### src/design/mcs_pkg.sv
package mcs_pkg;

    // ------------------------------------------------------------------
    // Instruction kinds presented at the memory-access stage
    // ------------------------------------------------------------------
    typedef enum logic [1:0] {
        MCS_OTHER = 2'h0,
        MCS_LONG_MAC = 2'h1,
        MCS_WORD_MAC = 2'h2,
        MCS_DMUL = 2'h3
    } mcs_kind_e;

    // ------------------------------------------------------------------
    // Multiplier occupancy, in multiplier-busy-stage cycles
    // ------------------------------------------------------------------
    localparam int MCS_CNT_W = 3;
    localparam logic [MCS_CNT_W-1:0] MCS_LONG_MAC_CYC = 3'h4;
    localparam logic [MCS_CNT_W-1:0] MCS_WORD_MAC_CYC = 3'h2;
    localparam logic [MCS_CNT_W-1:0] MCS_DMUL_CYC = 3'h4;

    // Independent instructions that hide the multiplier contention
    localparam int MCS_GAP_W = 2;
    localparam logic [MCS_GAP_W-1:0] MCS_MIN_GAP = 2'h2;

    // Reset values
    localparam logic [MCS_CNT_W-1:0] MCS_CNT_RST = 3'h0;
    localparam logic [MCS_GAP_W-1:0] MCS_GAP_RST = 2'h0;

endpackage

### src/design/mcs_busy_counter.sv
`timescale 1ns/1ps
`default_nettype none

module mcs_busy_counter #(
    parameter int CNT_W = mcs_pkg::MCS_CNT_W
) (
    input wire logic clk,
    input wire logic srst,
    input wire logic start,
    input wire logic [CNT_W-1:0] len,
    output logic busy,
    output logic [CNT_W-1:0] remaining
);
    import mcs_pkg::*;

    typedef struct packed {
        logic [CNT_W-1:0] cnt;
    } mcs_cnt_s;

    mcs_cnt_s r_q;
    mcs_cnt_s r_d;

    // ------------------------------------------------------------------
    // Occupancy count
    // ------------------------------------------------------------------
    always_comb begin
        r_d = r_q;
        if (start) begin
            r_d.cnt = len;
        end else if (r_q.cnt != '0) begin
            r_d.cnt = r_q.cnt - 1'b1;
        end
    end

    always_ff @(posedge clk) begin
        if (srst) begin
            r_q.cnt <= CNT_W'(MCS_CNT_RST);
        end else begin
            r_q <= r_d;
        end
    end

    assign busy = (r_q.cnt != '0);
    assign remaining = r_q.cnt;

endmodule

`default_nettype wire

### src/design/mcs_stall_ctrl.sv
// Contract
// - Word MAC second access meeting busy multiplier is stretched into one slot until free.
// - Two or more independent instructions after long MAC let word MAC go unstalled.
// - Signed double multiply owns a memory-access stage that reaches the multiplier.
// - Double multiply second access meeting busy multiplier is stretched until it frees.
// - Two or more independent instructions after long MAC remove double multiply stall.
// - Double multiply access contending with fetch splits the slot, fetch going first.
`timescale 1ns/1ps
`default_nettype none

module mcs_stall_ctrl (
    input wire logic CLOCK,
    input wire logic SRST,
    input wire logic MA_VALID,
    input wire mcs_pkg::mcs_kind_e MA_KIND,
    input wire logic MA_SECOND,
    input wire logic IF_REQ,
    output logic MA_DONE,
    output logic MA_EXTENDED,
    output logic FETCH_GRANT,
    output logic SLOT_SPLIT,
    output logic MULT_BUSY
);
    import mcs_pkg::*;

    typedef struct packed {
        logic ma_done;
        logic extended;
        logic fetch_grant;
        logic split;
        logic split_done;
        logic mult_busy;
        logic [MCS_GAP_W-1:0] gap;
    } mcs_state_s;

    mcs_state_s r_q;
    mcs_state_s r_d;

    logic busy;
    logic mul_start;
    logic [MCS_CNT_W-1:0] mul_len;

    // ------------------------------------------------------------------
    // Multiplier occupancy
    // ------------------------------------------------------------------
    mcs_busy_counter #(
        .CNT_W(MCS_CNT_W)
    ) u_busy (
        .clk(CLOCK),
        .srst(SRST),
        .start(mul_start),
        .len(mul_len),
        .busy(busy),
        .remaining()
    );

    // ------------------------------------------------------------------
    // Access arbitration
    // ------------------------------------------------------------------
    logic req;
    logic mul_user;
    logic follower;
    logic contend;
    logic need_split;
    logic go;

    always_comb begin
        r_d = r_q;
        // A request already answered last cycle is still held by the
        // requester; ignore it so one access is never taken twice.
        req = MA_VALID && !r_q.ma_done;
        // Only the second access of a multiplier instruction uses it;
        // the double multiply always counts as such an access.
        mul_user = req && MA_KIND != MCS_OTHER && (MA_SECOND || MA_KIND == MCS_DMUL);
        follower = MA_KIND == MCS_WORD_MAC || MA_KIND == MCS_DMUL;
        contend = mul_user && follower && busy && (r_q.gap < MCS_MIN_GAP);
        need_split = mul_user && MA_KIND == MCS_DMUL && IF_REQ && !r_q.split_done;
        go = mul_user && !contend && !need_split;

        r_d.ma_done = go || (req && !mul_user);
        // Stretched access holds as a single slot until the multiplier frees
        r_d.extended = contend;
        r_d.fetch_grant = IF_REQ && !(go || (req && !mul_user));
        r_d.split = contend ? 1'b0 : need_split;
        if (need_split && !contend) begin
            r_d.split_done = 1'b1;
        end else if (go || !req) begin
            r_d.split_done = 1'b0;
        end

        // Independent instructions passing the access stage widen the gap
        if (go) begin
            r_d.gap = MCS_GAP_RST;
        end else if (req && !mul_user && r_q.gap != MCS_MIN_GAP) begin
            r_d.gap = r_q.gap + 1'b1;
        end

        mul_start = go;
        unique case (MA_KIND)
            MCS_LONG_MAC: mul_len = MCS_LONG_MAC_CYC;
            MCS_WORD_MAC: mul_len = MCS_WORD_MAC_CYC;
            MCS_DMUL: mul_len = MCS_DMUL_CYC;
            MCS_OTHER: mul_len = MCS_CNT_RST;
        endcase
        // Shown from the start cycle on, so the flag rises with MA_DONE, one cycle after the start
        r_d.mult_busy = go || busy;
    end

    always_ff @(posedge CLOCK) begin
        if (SRST) begin
            r_q.ma_done <= 1'b0;
            r_q.extended <= 1'b0;
            r_q.fetch_grant <= 1'b0;
            r_q.split <= 1'b0;
            r_q.split_done <= 1'b0;
            r_q.mult_busy <= 1'b0;
            r_q.gap <= MCS_GAP_RST;
        end else begin
            r_q <= r_d;
        end
    end

    // ------------------------------------------------------------------
    // Outputs
    // ------------------------------------------------------------------
    assign MA_DONE = r_q.ma_done;
    assign MA_EXTENDED = r_q.extended;
    assign FETCH_GRANT = r_q.fetch_grant;
    assign SLOT_SPLIT = r_q.split;
    assign MULT_BUSY = r_q.mult_busy;

endmodule

`default_nettype wire
### config.mk
export PLATFORM = sky130hd
export DESIGN_NAME = mcs_stall_ctrl
export DESIGN_NICKNAME = d
export VERILOG_FILES = /design/src/design/mcs_pkg.sv /design/src/design/mcs_busy_counter.sv /design/src/design/mcs_stall_ctrl.sv
export SDC_FILE = /design/constraint.sdc
export NUM_CORES = 1
export LEC_CHECK = 0
export BUFFER_PORTS_ARGS = -buffer_cell sky130_fd_sc_hd__buf_2
export CAP_MARGIN = 5
export CORE_MARGIN = 1
export CORE_UTILIZATION = 32
export DETAILED_ROUTE_END_ITERATION = 7
export PLACE_DENSITY_LB_ADDON = 0.05
export SLEW_MARGIN = 20
export SYNTH_ARGS = -nofsm -noshare
export SYNTH_HDL_FRONTEND = slang
export SYNTH_SLANG_ARGS = --single-unit
export TNS_END_PERCENT = 10
### constraint.sdc
create_clock -name CLOCK -period 1.4 [get_ports CLOCK]
set_input_delay 0.14 -clock CLOCK [delete_from_list [all_inputs] [get_ports CLOCK]]
set_output_delay 0.14 -clock CLOCK [all_outputs]
set_load 0.02 [all_outputs]
==> results.py <==
metrics = {
    "outcome": {
        "status": "finished, violations left",
        "violations": "setup timing",
    },
    "power_and_ir_drop": {
        "pwr-share-clk_pct": 17.9,
        "power_mw": 1.22,
        "p_leak_nw": 0.324,
        "switching_share_pct": 32.4,
        "switching_power_mw": 0.395,
        "pwr-share-comb_pct": 48.3,
        "p_int_mw": 0.823,
        "p_seq_share_pct": 33.8,
        "ir_drop_uv": 857,
        "p_per_area_nw_per_um2": 1560,
    },
    "finish": {
        "fin_util_pct": 50.6,
        "syn_to_final_growth_pct": 43.4,
        "antenna_cells": 0,
        "drive_gt1_share_pct": 54.3,
        "final_nets": 92,
        "final_cells": 97,
    },
    "floorplanning": {
        "dieArea_um2": 1870,
        "chipHeight_um": 43.2,
        "core_area_um2": 1540,
        "start_util_pct": 35.3,
        "rows": 14,
        "ios": 12,
        "die_w_um": 43.2,
    },
    "critical_path": {
        "reg2reg_slack_ps": -40,
        "cp.required_ps": 1560,
        "reg2reg_from": "u_busy.remaining[1]",
        "critPathMaxFanout": 5,
        "r2r-end": "u_busy.remaining[1]",
        "critical_path_arrival_ps": 1600,
        "start_kind": "flip-flop",
        "crit_type": "flip-flop to flip-flop",
        "r2r_cells": 5,
        "end_kind": "flip-flop",
        "crit_start": "u_busy.remaining[1]",
        "worstSetupEndpoint": "u_busy.remaining[1]",
    },
    "route": {
        "drtPass1Iterations": 2,
        "antenna_left": 0,
        "drc_errors": 0,
        "avgRoutedWirePerCell_um": 11.7,
        "wirelength_um": 1140,
        "first_iter_violations": 3,
        "drt-vias-per-instance": 5.16,
        "via_count": 501,
    },
    "grt": {
        "grt_overflow": 0,
        "grt_max_degree": 13,
        "grt_usage_pct": 14.0,
        "antenna_found_initial": 0,
        "grt_pass1_vias": 470,
        "grt_pass1_wl_um": 1910,
    },
    "clock_tree": {
        "cts_hold_buf": 0,
        "root_buffer": "clkbuf_4",
        "cts_max_level": 1,
        "clk_latency_ps": 270,
        "cts_tree": "yes",
        "cts_made_buffers": 3,
        "clk_pin_slew_ps": 70,
        "cts_buffer_depth": 2,
        "postCtsSetupBuffers": 0,
        "cts_sinks": 11,
    },
    "timing": {
        "period_share_pct": 103,
        "hold_violations": 0,
        "period_minus_slack_ps": 1440,
        "finalSetupViolations": 2,
        "fin_ws_ps": -39.9,
        "finalMaxSlewViolations": 0,
        "fmax_ghz": 0.694,
        "finClkSkew_ps": 8.21,
        "tightest_slew_ps": 264,
        "slew_headroom_pct": 82.3,
        "rsz0062_at_grt": "true",
    },
    "synth": {
        "avgSynthCellArea_um2": 9.90,
        "synthCells": 55,
        "synth_fp_nets": 65,
        "synth_cell_types": 27,
        "syn_area_um2": 544,
        "ys_warn_count": 0,
        "synth-seq-cells": 11,
        "synth-seq-area-share_pct": 40.5,
    },
    "place": {
        "post-place-ws_ps": -21.0,
        "place_inst": 93,
        "hpwl_um": 847,
        "gp_congestion": 0.714,
        "numPortBuffers": 11,
    },
    "flow_run": {
        "cap_violations": 0,
    },
    "worst_hold_path": {
        "hp-class": "input pin to flip-flop",
    },
}
[stage by stage]
stage | hold slack (ps) | setup TNS [ps] | cell area (µm²)
after floorplan | 281 | -70.0 | 549
after global placement | 455 | -21.6 | 711
after detailed placement | 438 | -64.1 | 711
after CTS | 154 | -93.4 | 739
after global routing | 185 | -469 | 781
final | 159 | -50.8 | 781
[cell usage in the layout (no fill, tap or decap), types with 2 or more instances in the layout]
master	Yosys	final
nand3b_1	2	2
buf_4	0	12
a211oi_2	1	2
nand2b_1	4	4
nor3b_1	2	2
o31ai_1	2	2
a21oi_1	3	3
buf_2	0	11
dfxtp_1	11	8
dfxtp_2	0	3
ha_4	0	2
clkbuf_4	0	3
nor2b_1	2	2
inv_2	0	2
nor3_1	3	2
[registers in the layout, indices dropped and copies added, names as in the netlist]
signal            count
r_q                   3
u_busy.remaining      3
FETCH_GRANT           1
MA_DONE               1
MA_EXTENDED           1
MULT_BUSY             1
SLOT_SPLIT            1
[power groups by stage]
stage               Combinational (mW)  Sequential [mW]  Clock (mW)
floorplan                        0.305            0.431           0
global placement                 0.532            0.412           0
detailed placement               0.534            0.411           0
CTS                              0.540            0.407       0.224
global route                     0.652            0.420       0.240
finish                           0.589            0.412       0.218
[metal layers]
| metal | up-vias | part of all wire (%) | GRT usage (%) |
|---|---|---|---|
| li1 | 257 | - | - |
| met2 | 12 | 43 | 21.2 |
| met3 | 2 | 6.0 | 6.38 |
| met1 | 230 | 49 | 17.1 |
| met5 | - | 0 | 0 |
| met4 | 0 | 1.2 | 5.45 |
[Yosys cell counts, drive strengths merged]
master	instances	area share, %
a211oi	3	5.1
a21oi	3	2.8
and2b	1	1.4
clkbuf	1	0.69
dfxtp	11	40
ha	3	6.9
inv	3	2.1
maj3	1	2.1
mux2	2	4.1
nand2b	4	4.6
nand3b	2	2.8
nand4b	1	1.6
nor2	1	0.69
nor2b	2	2.3
nor3	3	2.8
nor3b	2	2.8
o2111a	1	2.1
o2111ai	1	1.6
o21ai	1	0.92
o21bai	1	1.4
o22ai	1	1.2
o31ai	2	2.8
or2	1	1.2
or3b	1	1.6
or4	2	2.8
xnor2	1	1.6
[worst min-delay path by stage]
| stage | start | endpoint | slack [ps] | cells after the start |
|---|---|---|---|---|
| after floorplan | IF_REQ | FETCH_GRANT | 280 | 2 |
| after global placement | IF_REQ | FETCH_GRANT | 450 | 3 |
| after detailed placement | IF_REQ | FETCH_GRANT | 440 | 3 |
| after CTS | IF_REQ | FETCH_GRANT | 150 | 3 |
| after global routing | IF_REQ | FETCH_GRANT | 180 | 3 |
| final | IF_REQ | FETCH_GRANT | 160 | 3 |
[cell families after synthesis]
group	after synthesis	synth area share, %
adders and majority gates	4	8.97
muxes	2	4.14
DFF	11	40.5
xor gates and xnor gates	1	1.61
and+or+nand+nor	20	24.4
buffers and inverters	4	2.76
AOI/OAI and AO/OA	13	17.7
[layout make-up]
class	count	area (µm²)
fillers	149	761
multi-input cells	40	354
flip-flops and latches	11	224
repair buffers	23	145
clock buffers	4	26.3
well taps	16	20.0
inverters	3	11.3
[worst max-delay path: stages, from the launching register on]
cell      delay, ps
dfxtp_2         330
inv_2            50
ha_4            150
and2b_2         190
o2111a_2        310
mux2_4          300
[timing repair]
action                     CTS  global route
pin swaps                    3             2
setup endpoints to repair    5             9
gates resized for setup      2             8
Power figures use the tool's default switching activity.
